**src/drc_pkg.sv**
```systemverilog
// shared constants and types for the drive run command logic
package drc_pkg;

  // ------------------------------------------------------------
  // command sources and selector codes
  // ------------------------------------------------------------
  localparam logic [1:0] SRC_PANEL = 2'h0; // panel keys, led off
  localparam logic [1:0] SRC_TERM = 2'h1; // terminals, led steady
  localparam logic [1:0] SRC_COMM = 2'h2; // serial link, led flashing
  localparam logic SCHEME_2W = 1'h0; // two-wire switch levels
  localparam logic SCHEME_3W = 1'h1; // three-wire pushbuttons
  localparam logic [1:0] START_DIRECT = 2'h0; // direct start
  localparam logic [1:0] START_TRACK = 2'h1; // speed tracking restart
  localparam logic [1:0] START_PREEX = 2'h2; // pre-excitation start
  localparam logic STOP_DECEL = 1'h0; // ramp down
  localparam logic STOP_COAST = 1'h1; // free coast
  localparam logic [1:0] CTRL_VF = 2'h2; // v/f; 0, 1 and 3 are vector
  localparam logic [2:0] MFK_REV_JOG = 3'h4; // key acts as reverse jog

  // ------------------------------------------------------------
  // digital input function codes
  // ------------------------------------------------------------
  localparam logic [3:0] FN_NONE = 4'h0; // input unused
  localparam logic [3:0] FN_FWD = 4'h1; // forward run / start button
  localparam logic [3:0] FN_REV = 4'h2; // reverse run / start button
  localparam logic [3:0] FN_PERMIT = 4'h3; // three-wire stop permit
  localparam logic [3:0] FN_JOG_FWD = 4'h4; // forward jog
  localparam logic [3:0] FN_JOG_REV = 4'h5; // reverse jog

  // ------------------------------------------------------------
  // timing
  // ------------------------------------------------------------
  localparam int CLK_NS = 20; // 50 MHz system clock
  localparam int TICK_NS = 1000000; // 1 ms timebase
  localparam int TICK_CYCLES = TICK_NS / CLK_NS; // exact division
  localparam int FLASH_MS = 250; // half period of the flashing led
  localparam int COMM_UNIT_MS = 100; // comm timeout counts 0.1 s
  localparam int TS_UNIT_MS = 60000; // timed stop counts minutes
  localparam int TW = 16; // width of time fields

  // run state, gray along idle-run-stop and idle-jog-stop; stop-idle flips both bits
  typedef enum logic [1:0] {
    ST_IDLE = 2'h0,
    ST_RUN = 2'h1,
    ST_STOP = 2'h3,
    ST_JOG = 2'h2
  } drc_state_t;

  // requests of the selected source for one cycle
  typedef struct packed {
    logic start; // start or change direction
    logic rev; // direction of the start
    logic stop; // stop request
    logic jog; // forward jog held
    logic jog_rev; // reverse jog held
  } drc_req_t;

  // command bundle towards the motor control
  typedef struct packed {
    logic run; // output stage active
    logic reverse; // direction
    logic jog; // low jog speed
    logic decel; // ramping down
    logic coast; // release output, coast
    logic [1:0] startup; // start-up method
    logic vector; // vector control, else v/f
  } drc_drive_t;

endpackage

```
**src/drc_tick_timer.sv**
```systemverilog
// unit timer counting millisecond ticks up to a programmable limit
`timescale 1ns/1ns
`default_nettype none
module drc_tick_timer #(
  parameter int W = 16,
  parameter int UNIT_TICKS = 100
) (
  input wire logic clock,
  input wire logic rst_n,
  input wire logic tick,
  input wire logic enable,
  input wire logic restart,
  input wire logic [W-1:0] limit,
  output logic expired
);
  // ------------------------------------------------------------
  // parameter check
  // ------------------------------------------------------------
  if (W < 1 || UNIT_TICKS < 2) begin : g_bad
    $error("drc_tick_timer: unsupported width or unit");
  end

  localparam int UW = $clog2(UNIT_TICKS); // sub-unit counter width

  logic [UW-1:0] sub_r; // ticks inside the current unit
  logic [W-1:0] units_r; // whole units elapsed
  logic expired_r; // limit reached, held until restart or disable

  // ------------------------------------------------------------
  // counting; a zero limit never expires
  // ------------------------------------------------------------
  always_ff @(posedge clock or negedge rst_n) begin
    if (!rst_n) begin
      sub_r <= '0;
      units_r <= '0;
      expired_r <= 1'b0;
    end else if (!enable || restart) begin
      // idle or fresh start: count from zero
      sub_r <= '0;
      units_r <= '0;
      expired_r <= 1'b0;
    end else if (limit != '0 && units_r >= limit) begin
      expired_r <= 1'b1; // saturate here, no wrap
    end else if (tick) begin
      if (sub_r == UW'(UNIT_TICKS - 1)) begin
        sub_r <= '0;
        units_r <= units_r + 1'b1;
      end else begin
        sub_r <= sub_r + 1'b1;
      end
    end
  end

  assign expired = expired_r;
endmodule
`default_nettype wire

```
**src/drc_top.sv**
```systemverilog
// drive run command logic: source select, run state, stop timers
`timescale 1ns/1ns
`default_nettype none
module drc_top #(
  parameter int N_DI = 10,
  parameter int TICK_CYCLES = drc_pkg::TICK_CYCLES
) (
  input wire logic clock,
  input wire logic rstn,
  input wire logic [1:0] command_source_select,
  input wire logic terminal_command_scheme,
  input wire logic [N_DI-1:0][3:0] input_function_select,
  input wire logic [N_DI-1:0] di_level,
  input wire logic key_run,
  input wire logic key_stop,
  input wire logic key_jog,
  input wire logic key_multi,
  input wire logic [2:0] multifunction_key_select,
  input wire logic reverse_inhibit,
  input wire logic comm_frame_valid,
  input wire logic comm_run_fwd,
  input wire logic comm_run_rev,
  input wire logic comm_stop,
  input wire logic [drc_pkg::TW-1:0] comm_timeout_time,
  input wire logic comm_fault_clear,
  input wire logic [1:0] startup_mode_select,
  input wire logic motor_is_induction,
  input wire logic stop_mode_select,
  input wire logic timed_stop_enable,
  input wire logic timed_stop_duration_source,
  input wire logic [drc_pkg::TW-1:0] timed_stop_duration_value,
  input wire logic [drc_pkg::TW-1:0] timed_stop_analog,
  input wire logic [1:0] motor_control_method,
  input wire logic decel_done,
  output var drc_pkg::drc_drive_t drive,
  output logic run_led,
  output logic source_led,
  output logic comm_fault
);
  // ------------------------------------------------------------
  // parameter check
  // ------------------------------------------------------------
  if (N_DI < 3 || TICK_CYCLES < 2) begin : g_bad
    $error("drc_top: need three inputs and a tick of two cycles");
  end

  localparam int TCW = $clog2(TICK_CYCLES); // tick divider width
  localparam int FLW = $clog2(drc_pkg::FLASH_MS); // flash counter

  // any active input carrying a given role
  function automatic logic di_any(input logic [N_DI-1:0] lv,
                                  input logic [N_DI-1:0][3:0] fs,
                                  input logic [3:0] code);
    di_any = 1'b0;
    for (int i = 0; i < N_DI; i++) begin
      if (lv[i] && fs[i] == code) begin
        di_any = 1'b1;
      end
    end
  endfunction

  // ------------------------------------------------------------
  // reset release
  // ------------------------------------------------------------
  logic [1:0] rst_sync_r; // release shift, async assert
  logic rst_n; // internal reset copy

  always_ff @(posedge clock or negedge rstn) begin
    if (!rstn) begin
      rst_sync_r <= 2'h0;
    end else begin
      rst_sync_r <= {rst_sync_r[0], 1'b1};
    end
  end
  assign rst_n = rst_sync_r[1];

  // ------------------------------------------------------------
  // millisecond tick and led flash divider
  // ------------------------------------------------------------
  logic [TCW-1:0] tick_cnt_r; // cycles inside one millisecond
  logic tick_r; // one-cycle millisecond enable
  logic [FLW-1:0] flash_cnt_r; // ticks inside one flash phase
  logic flash_r; // flashing led phase

  always_ff @(posedge clock or negedge rst_n) begin
    if (!rst_n) begin
      tick_cnt_r <= '0;
      tick_r <= 1'b0;
    end else if (tick_cnt_r == TCW'(TICK_CYCLES - 1)) begin
      tick_cnt_r <= '0;
      tick_r <= 1'b1;
    end else begin
      tick_cnt_r <= tick_cnt_r + 1'b1;
      tick_r <= 1'b0;
    end
  end

  always_ff @(posedge clock or negedge rst_n) begin
    if (!rst_n) begin
      flash_cnt_r <= '0;
      flash_r <= 1'b0;
    end else if (tick_r) begin
      if (flash_cnt_r == FLW'(drc_pkg::FLASH_MS - 1)) begin
        flash_cnt_r <= '0;
        flash_r <= !flash_r;
      end else begin
        flash_cnt_r <= flash_cnt_r + 1'b1;
      end
    end
  end

  // ------------------------------------------------------------
  // terminal roles and closing edges
  // ------------------------------------------------------------
  logic fwd_lvl, rev_lvl, permit_lvl, jogf_lvl, jogr_lvl;
  logic key_run_q, key_stop_q, fwd_q, rev_q; // previous levels
  logic run_rise, stop_rise, fwd_rise, rev_rise; // closing edges

  // each input takes the role its function field names
  assign fwd_lvl = di_any(di_level, input_function_select,
                          drc_pkg::FN_FWD);
  assign rev_lvl = di_any(di_level, input_function_select,
                          drc_pkg::FN_REV);
  assign permit_lvl = di_any(di_level, input_function_select,
                             drc_pkg::FN_PERMIT);
  assign jogf_lvl = di_any(di_level, input_function_select,
                           drc_pkg::FN_JOG_FWD);
  assign jogr_lvl = di_any(di_level, input_function_select,
                           drc_pkg::FN_JOG_REV);

  // edge memory; a run key or start button held through reset does not start the drive
  always_ff @(posedge clock or negedge rst_n) begin
    if (!rst_n) begin
      key_run_q <= 1'b1;
      key_stop_q <= 1'b1;
      fwd_q <= 1'b1;
      rev_q <= 1'b1;
    end else begin
      key_run_q <= key_run;
      key_stop_q <= key_stop;
      fwd_q <= fwd_lvl;
      rev_q <= rev_lvl;
    end
  end
  assign run_rise = key_run && !key_run_q;
  assign stop_rise = key_stop && !key_stop_q;
  assign fwd_rise = fwd_lvl && !fwd_q;
  assign rev_rise = rev_lvl && !rev_q;

  // ------------------------------------------------------------
  // request of the selected source only
  // ------------------------------------------------------------
  drc_pkg::drc_req_t req; // requests seen by the run state
  logic two_one; // exactly one two-wire switch closed

  assign two_one = fwd_lvl ^ rev_lvl;

  always_comb begin
    req = '0;
    case (command_source_select)
      drc_pkg::SRC_PANEL: begin
        req.start = run_rise;
        req.stop = stop_rise;
        req.jog = key_jog;
        req.jog_rev = key_multi && !reverse_inhibit &&
          (multifunction_key_select == drc_pkg::MFK_REV_JOG);
      end
      drc_pkg::SRC_TERM: begin
        req.jog = jogf_lvl;
        req.jog_rev = jogr_lvl;
        if (terminal_command_scheme == drc_pkg::SCHEME_3W) begin
          // reverse edge wins a tie, it is the later press to honour
          req.start = permit_lvl && (fwd_rise || rev_rise);
          req.rev = rev_rise;
          req.stop = !permit_lvl;
        end else begin
          req.start = two_one;
          req.rev = rev_lvl;
          req.stop = !two_one;
        end
      end
      drc_pkg::SRC_COMM: begin
        // commands decoded by the modbus slave front end
        req.start = comm_run_fwd || comm_run_rev;
        req.rev = comm_run_rev;
        req.stop = comm_stop;
      end
      default: begin
        req = '0; // reserved code: no source at all
      end
    endcase
  end

  // ------------------------------------------------------------
  // stop timers
  // ------------------------------------------------------------
  drc_pkg::drc_state_t state_r; // run state
  logic comm_sel; // comm is the active source
  logic comm_expired; // no valid frame within the timeout
  logic ts_expired; // timed stop duration elapsed
  logic comm_fault_r; // sticky comm timeout fault
  logic force_stop; // fault or timer forcing a stop
  logic [drc_pkg::TW-1:0] ts_limit; // chosen timed stop duration

  assign comm_sel = command_source_select == drc_pkg::SRC_COMM;
  assign ts_limit = timed_stop_duration_source ? timed_stop_analog
                                               : timed_stop_duration_value;

  drc_tick_timer #(
    .W(drc_pkg::TW),
    .UNIT_TICKS(drc_pkg::COMM_UNIT_MS)
  ) u_comm_timer (
    .clock(clock),
    .rst_n(rst_n),
    .tick(tick_r),
    .enable(comm_sel && comm_timeout_time != '0),
    .restart(comm_frame_valid),
    .limit(comm_timeout_time),
    .expired(comm_expired)
  );

  drc_tick_timer #(
    .W(drc_pkg::TW),
    .UNIT_TICKS(drc_pkg::TS_UNIT_MS)
  ) u_timed_stop (
    .clock(clock),
    .rst_n(rst_n),
    .tick(tick_r),
    .enable(timed_stop_enable && state_r == drc_pkg::ST_RUN),
    .restart(1'b0),
    .limit(ts_limit),
    .expired(ts_expired)
  );

  // fault: a new expiry outranks a clear in the same cycle
  always_ff @(posedge clock or negedge rst_n) begin
    if (!rst_n) begin
      comm_fault_r <= 1'b0;
    end else if (comm_expired && comm_sel) begin
      comm_fault_r <= 1'b1;
    end else if (comm_fault_clear) begin
      comm_fault_r <= 1'b0;
    end
  end
  assign force_stop = comm_fault_r || ts_expired;

  // ------------------------------------------------------------
  // run state
  // ------------------------------------------------------------
  logic dir_r; // 1 = reverse
  logic coast_r; // current stop coasts

  always_ff @(posedge clock or negedge rst_n) begin
    if (!rst_n) begin
      state_r <= drc_pkg::ST_IDLE;
      dir_r <= 1'b0;
      coast_r <= 1'b0;
    end else begin
      case (state_r)
        drc_pkg::ST_IDLE: begin
          // a pending fault keeps the drive down until cleared
          if (!force_stop && req.start) begin
            state_r <= drc_pkg::ST_RUN;
            dir_r <= req.rev;
          end else if (!force_stop && (req.jog || req.jog_rev)) begin
            state_r <= drc_pkg::ST_JOG;
            dir_r <= !req.jog;
          end
        end
        drc_pkg::ST_RUN: begin
          if (req.stop || force_stop) begin
            state_r <= drc_pkg::ST_STOP;
            coast_r <= stop_mode_select == drc_pkg::STOP_COAST;
          end else if (req.start) begin
            dir_r <= req.rev;
          end
        end
        drc_pkg::ST_JOG: begin
          // jog release always ramps down
          if (force_stop || !(dir_r ? req.jog_rev : req.jog)) begin
            state_r <= drc_pkg::ST_STOP;
            coast_r <= 1'b0;
          end
        end
        drc_pkg::ST_STOP: begin
          if (coast_r || decel_done) begin
            state_r <= drc_pkg::ST_IDLE;
          end
        end
        default: begin
          state_r <= drc_pkg::ST_IDLE;
        end
      endcase
    end
  end

  // ------------------------------------------------------------
  // start-up, control method and indicators
  // ------------------------------------------------------------
  logic [1:0] startup_r; // method frozen while running
  logic vector_r; // vector control selected
  logic source_led_r; // command source indicator
  logic run_led_r; // run indicator

  always_ff @(posedge clock or negedge rst_n) begin
    if (!rst_n) begin
      startup_r <= drc_pkg::START_DIRECT;
    end else if (state_r == drc_pkg::ST_IDLE) begin
      // pre-excitation needs an induction motor, else start direct
      if (startup_mode_select == drc_pkg::START_TRACK ||
          (startup_mode_select == drc_pkg::START_PREEX &&
           motor_is_induction)) begin
        startup_r <= startup_mode_select;
      end else begin
        startup_r <= drc_pkg::START_DIRECT;
      end
    end
  end

  always_ff @(posedge clock or negedge rst_n) begin
    if (!rst_n) begin
      vector_r <= 1'b1;
    end else begin
      vector_r <= motor_control_method != drc_pkg::CTRL_VF;
    end
  end

  always_ff @(posedge clock or negedge rst_n) begin
    if (!rst_n) begin
      source_led_r <= 1'b0;
      run_led_r <= 1'b0;
    end else begin
      case (command_source_select)
        drc_pkg::SRC_TERM: source_led_r <= 1'b1;
        drc_pkg::SRC_COMM: source_led_r <= flash_r;
        default: source_led_r <= 1'b0;
      endcase
      run_led_r <= state_r == drc_pkg::ST_RUN ||
                   state_r == drc_pkg::ST_JOG;
    end
  end

  assign drive = {state_r == drc_pkg::ST_RUN || state_r == drc_pkg::ST_JOG,
                  dir_r, state_r == drc_pkg::ST_JOG,
                  state_r == drc_pkg::ST_STOP && !coast_r,
                  state_r == drc_pkg::ST_STOP && coast_r,
                  startup_r, vector_r};
  assign run_led = run_led_r;
  assign source_led = source_led_r;
  assign comm_fault = comm_fault_r;
endmodule
`default_nettype wire

```
**config.mk**
```make
export PLATFORM = sky130hd
export DESIGN_NAME = drc_top
export DESIGN_NICKNAME = d
export VERILOG_FILES = /design/src/drc_pkg.sv /design/src/drc_tick_timer.sv /design/src/drc_top.sv
export SDC_FILE = /design/constraint.sdc
export NUM_CORES = 1
export LEC_CHECK = 0
export BUFFER_PORTS_ARGS = -buffer_cell sky130_fd_sc_hd__buf_2
export CORE_ASPECT_RATIO = 0.75
export CORE_MARGIN = 3
export CORE_UTILIZATION = 38
export DETAILED_ROUTE_END_ITERATION = 7
export PLACE_DENSITY = 0.59
export REMOVE_ABC_BUFFERS = 1
export SLEW_MARGIN = 20
export SYNTH_ARGS = -nofsm -noshare
export SYNTH_HDL_FRONTEND = slang
export SYNTH_HIERARCHICAL = 1
export SYNTH_SLANG_ARGS = --single-unit
```
**constraint.sdc**
```tcl
create_clock -name clock -period 3.6 [get_ports clock]
set_input_delay 0.72 -clock clock [delete_from_list [all_inputs] [get_ports clock]]
set_output_delay 0.72 -clock clock [all_outputs]
set_load 0.005 [all_outputs]
```
* Yosys cells after proc, flatten, opt, wreduce, memory -nomap -nowiden
Index checks and enable logic that the tools add are counted.
** Word-level totals
- Input bits :: 125
- Register bits :: 99
** Cells by class
- Equal/unequal tests :: 74
- Add/sub/neg operators :: 6
- Magnitude comparators :: 2
- Multiplexer cells :: 98
- Reduce and logical (&&, ||, !) cells :: 108
- Bitwise gates (word level) :: 1
** Operators with widths (count)
- two-way mux 16 bit :: 14
- == test 4 x 2 -> 1 bit, second input constant :: 20
- == test 4 x 3 -> 1 bit, second input constant :: 20
- logical AND 1 bit :: 67
- adder 16 x 1 -> 16 bit, second input constant :: 4
- two-way mux 1 bit :: 64
- == test 4 x 1 -> 1 bit, second input constant :: 10
- == test 16 bit, second input constant :: 2
- >= comparator 16 bit :: 2
- nonzero test 16 bit :: 2
- two-way mux 7 bit :: 4
- != test 2 bit, second input constant :: 8
- zero test 1 bit :: 13
- two-way mux 2 bit :: 6
- nonzero test 2 bit :: 6
- logical OR 1 bit :: 10
- AND reduction 3 bit :: 3
- adder 8 x 1 -> 8 bit, second input constant :: 1
- == test 2 bit, second input constant :: 4
- == test 8 bit, second input constant :: 1
- two-way mux 8 bit :: 1
- one-hot mux 1 bit (2 select lines) :: 4
- one-hot mux 2 bit (4 select lines) :: 1
- AND reduction 4 bit :: 2
- other kinds (12) :: 20

* Depth between registers and ports, before layout
- Word-level depth :: 20
- Mapped depth :: 13
- Depth with buffers taken out :: 9

* By module
The synthesis kept the hierarchy.
** By module, submodules not included
- drc_top :: seq. area each 1057.3 sq um, area an instance 3074.2 sq um, instances 1, cells each 329
- drc_tick_timer at u_timed_stop :: seq. area each 825.8 sq um, area an instance 2306.0 sq um, instances 1, cells each 267
- drc_tick_timer at u_comm_timer :: seq. area each 600.6 sq um, area an instance 1765.4 sq um, instances 1, cells each 205

* Worst setup path after synthesis
OpenSTA, ideal clock, no wires.
- Path type :: input-to-reg
- Start point :: input timed_stop_duration_source
- End point :: register u_timed_stop.units_r[6]
- Library setup time :: 0.078 ns
- Slack :: -0.236 ns
- Buffers on the path :: 3
- Stages :: 12
- Arrival time :: 3.758 ns
- Path through :: clkbuf_1 > buf_1 > mux2_2 > inv_1 > ha_1 > a21o_1 > a21o_1 > a211oi_1 > a31oi_1 > clkbuf_1 > or4_2 > a21oi_1
** Between the ends
- Word-level cells in the longest chain between the ends :: 5
- Elaborated cells on any way between the ends :: 6
- Classes of those cells :: 1 x order compare; 1 x eq/ne; 1 x mux; 3 x reduce/logical
** Ends and longest elaborated chain
- from (decl) :: RTL line drc_top.sv:30 : input wire logic timed_stop_duration_source,
- two-way mux 16 bit * :: RTL line drc_top.sv:206 : assign ts_limit = timed_stop_duration_source ? timed_stop_analog
- via ts_limit (one bit) :: RTL line drc_top.sv:203 : logic [drc_pkg::TW-1:0] ts_limit;
- >= comparator 16 bit / nonzero test 16 bit (equally long branches) :: RTL line drc_tick_timer.sv:42 : end else if (limit != '0 && units_r >= limit) begin
- logical AND 1 bit * :: RTL line drc_tick_timer.sv:42
- != test 2 bit (no line) *
- AND reduction 3 bit (no line) *
- to (signal assigned) :: RTL line drc_tick_timer.sv:47 : units_r <= units_r + 1'b1;
- to (decl) :: RTL line drc_tick_timer.sv:26 : logic [W-1:0] units_r;
Mark *: on every way through the listed nets, which the timed path passes. The rest lies on a longest branch.
A chain may end at the register's enable or synchronous reset.

* Worst setup path in the final report
- Start point :: input timed_stop_duration_source
- End point :: register u_timed_stop.units_r[9]
Same word-level chain as after synthesis.

==> results.cfg <==
[floorplan]
io_pins = 136
rows = 42
fp.dieH_um = 125
start_util = 0.396
die_w_um = 164
die_area_um2 = 20500
coreArea_um2 = 18000

[clocking]
numCtsBuffers = 9
htreeDepth = 3
post_cts_buffers = 0
root_buffer = clkbuf_16
cts.clk_slew.worst_paths_ns = 0.07
clock_latency_ns = 0.34
cts_tree = yes
cts-resized-gates = 0
cts.sinks = 99
cts_hold_buf = 0
clk_path_buf_depth = 2

[global_routing]
grt_max_degree = 74
antenna_found_initial = 0
grt.overflow.total = 0
grt_pass1_vias = 6069
grt_usage = 0.175
grt_pass1_wl_um = 30000

[sta]
finClkSkew_ns = 0.00757
setup-violations-final = 0
hold_viol = 0
finalMaxSlewViolations = 0
rsz0062_at_grt = no
tns_ns = 0
fmax_mhz = 330
fin_crit_sh = 0.842
worst_pin_slew_ns = 0.977
period_needed_ns = 3.03
relSlewSlack = 0.349

[logic_synthesis]
synth_top_family_by_area = simple AND/OR/NAND/NOR gates
synth_top_area_share = 0.329
ys_types = 83
synth_area_per_cell_um2 = 8.92
synthArstFlopShare = 1.00
synthAdderAreaFrac = 0.0840
ys_seq_area_frac = 0.348
synth_compound_area_frac = 0.184
yosys-top-cells-area = dfrtp_1 33%, ha_1 8.4%, inv_1 3.8%
muxShareOfSynthArea = 0.0399
netlist_area_um2 = 7150
yosys_register_bits = 99
synth_edf_count = 0
synthXorXnorAreaFrac = 0.0233
netlist_instances = 801
synthSimpleGateAreaFrac = 0.267
ys_warn_count = 6
synthFlopType = dfrtp_1
yosysTopAreaCell = dfrtp_1

[flow_run]
maxCapViolCount = 0

[drt]
drt_wl_total_um = 18300
vias = 6611
route.detailed.drc = 0
first_iter_violations = 403
firstDrtPassIters = 5
wl_per_cell_um = 15.5
drtAntennaViolNets = 0
via_per_inst = 5.58

[layout]
layout-drive-gt1-share = 0.224
layout_common_cells = 135 x buf_2, 93 x dfrtp_1, 72 x inv_1, 49 x a21oi_1, 48 x ha_1
final_core_util = 0.468
fillCellCount = 1801
stdcell_count = 1185
mostFrequentLayoutCell = buf_2
antennaDiodeCount = 0
nNetsFinal = 1111
syn2layout_area_growth_pct = 18.0

[setup_path]
crit_required_ns = 3.87
crit_arrival_ns = 3.30
path_cells = buf_2 -> mux2_2 -> inv_1 -> ha_1 -> a21o_1 -> a21o_1 -> a211oi_1 -> buf_4 -> a31oi_4 -> buf_4 -> or4_1 -> a21oi_1
path_class = in -> reg
crit_path_max_fanout = 21
cp-end-kind = register
crit_path_top_delay_cell = or4_1
critPathMaxStageDelay_ns = 0.52
crit_path_start_kind = input pin

[pwr]
irDropWorstVdd_v = 0.000215
power_w = 0.00269
powerDensity_nw_per_um2 = 319
power_leakage_nw = 3.75

[placement]
place_congestion = 0.883
port_buffers = 135
dp_cells = 1169
hpwl_um = 14000

[run_status]
status = finished, final reports clean

[hold_path]
hold_class = in -> async
[cell usage after synthesis (6+ instances only)]
cell	count
a21o_1	6
a21oi_1	49
a31oi_1	6
and2_1	8
and3_1	14
and4_1	6
clkbuf_1	21
dfrtp_1	94
ha_1	48
inv_1	72
mux2_2	17
mux2i_1	6
nand2_1	47
nand2b_1	11
nand3_1	33
nand3b_1	6
nand4_1	26
nand4bb_1	9
nor2_1	45
nor2b_1	12
nor3_1	12
nor3b_1	8
nor4_1	16
nor4bb_1	7
o211ai_1	7
o21ai_0	27
o21ai_1	7
o22ai_1	7
o311ai_0	7
o31ai_1	32
or3_1	9
or4_1	20
xnor2_1	8
xor2_1	11
[through the flow]
step / worst slack [ns] / area (um^2) / hold slack, ns
2_1_floorplan: -0.148 / 7040 / 0.331
3_3_place_gp: 0.261 / 8150 / 0.335
3_5_place_dp: 0.192 / 8150 / 0.337
4_1_cts: 0.583 / 8430 / 0.131
5_1_grt: 0.291 / 8430 / 0.125
6_report: 0.569 / 8430 / 0.147
[cell families after synthesis]
group | after synthesis
muxes | 26
DFF | 99
buffers and inverters | 97
xor gates and xnor gates | 19
AOI/OAI and AO/OA | 194
and+or+nand+nor | 316
other | 2
adders and majority gates | 48
[where the power goes]
group | leakage [nW] | internal (W) | switching (W) | total (W)
logic | 2.27 | 0.000272 | 0.000293 | 0.000566
clock network | 0.140 | 0.000492 | 0.000431 | 0.000923
registers | 1.34 | 0.00116 | 0.0000424 | 0.00121
[metal layers]
metal / routed length, um / global-route usage
met1: 9610 / 0.274
met2: 7670 / 0.251
met3: 939 / 0.0306
met4: 109 / 0.0323
met5: 0 / 0
[state kept, by name (all words and copies together), names as in the netlist, 2 cells and up]
| name | count |
|---|---|
| tick_cnt_r | 16 |
| u_comm_timer/units_r | 16 |
| u_timed_stop/sub_r | 16 |
| u_timed_stop/units_r | 16 |
| flash_cnt_r | 8 |
| u_comm_timer/sub_r | 7 |
| rst_sync_r | 2 |
| startup_r | 2 |
| state_r | 2 |
[final timing paths]
kind                       slack, ns  depth (start not counted)                        from                 endpoint
max in group asynchronous       2.35                          1               rst_sync_r[1]  u_timed_stop/units_r[7]
max reg2reg                     0.73                          9     u_comm_timer/units_r[0]  u_comm_timer/units_r[8]
min in group clock              0.35                          0               rst_sync_r[0]            rst_sync_r[1]
min reg2reg                     0.35                          0               rst_sync_r[0]            rst_sync_r[1]
min                             0.15                          1                        rstn            rst_sync_r[1]
max                             0.57                         12  timed_stop_duration_source  u_timed_stop/units_r[9]
[final cells by class]
class	count	area [um^2]	area share
clock inverter	5	36.3	0.00430
tap	242	303	0.0359
sequential	99	2490	0.295
timing repair buffer	150	788	0.0935
clock buffer	11	243	0.0288
inverter	72	270	0.0320
multi-input combinational	606	4310	0.511
[critical path: cells and delay by family]
kind	cells	cell delay, ns
and+or+nand+nor	1	0.52
AOI/OAI and AO/OA	5	0.81
muxes	1	0.38
adders and majority gates	1	0.23
buffers and inverters	4	0.63
(Power assumes the default switching activity.)
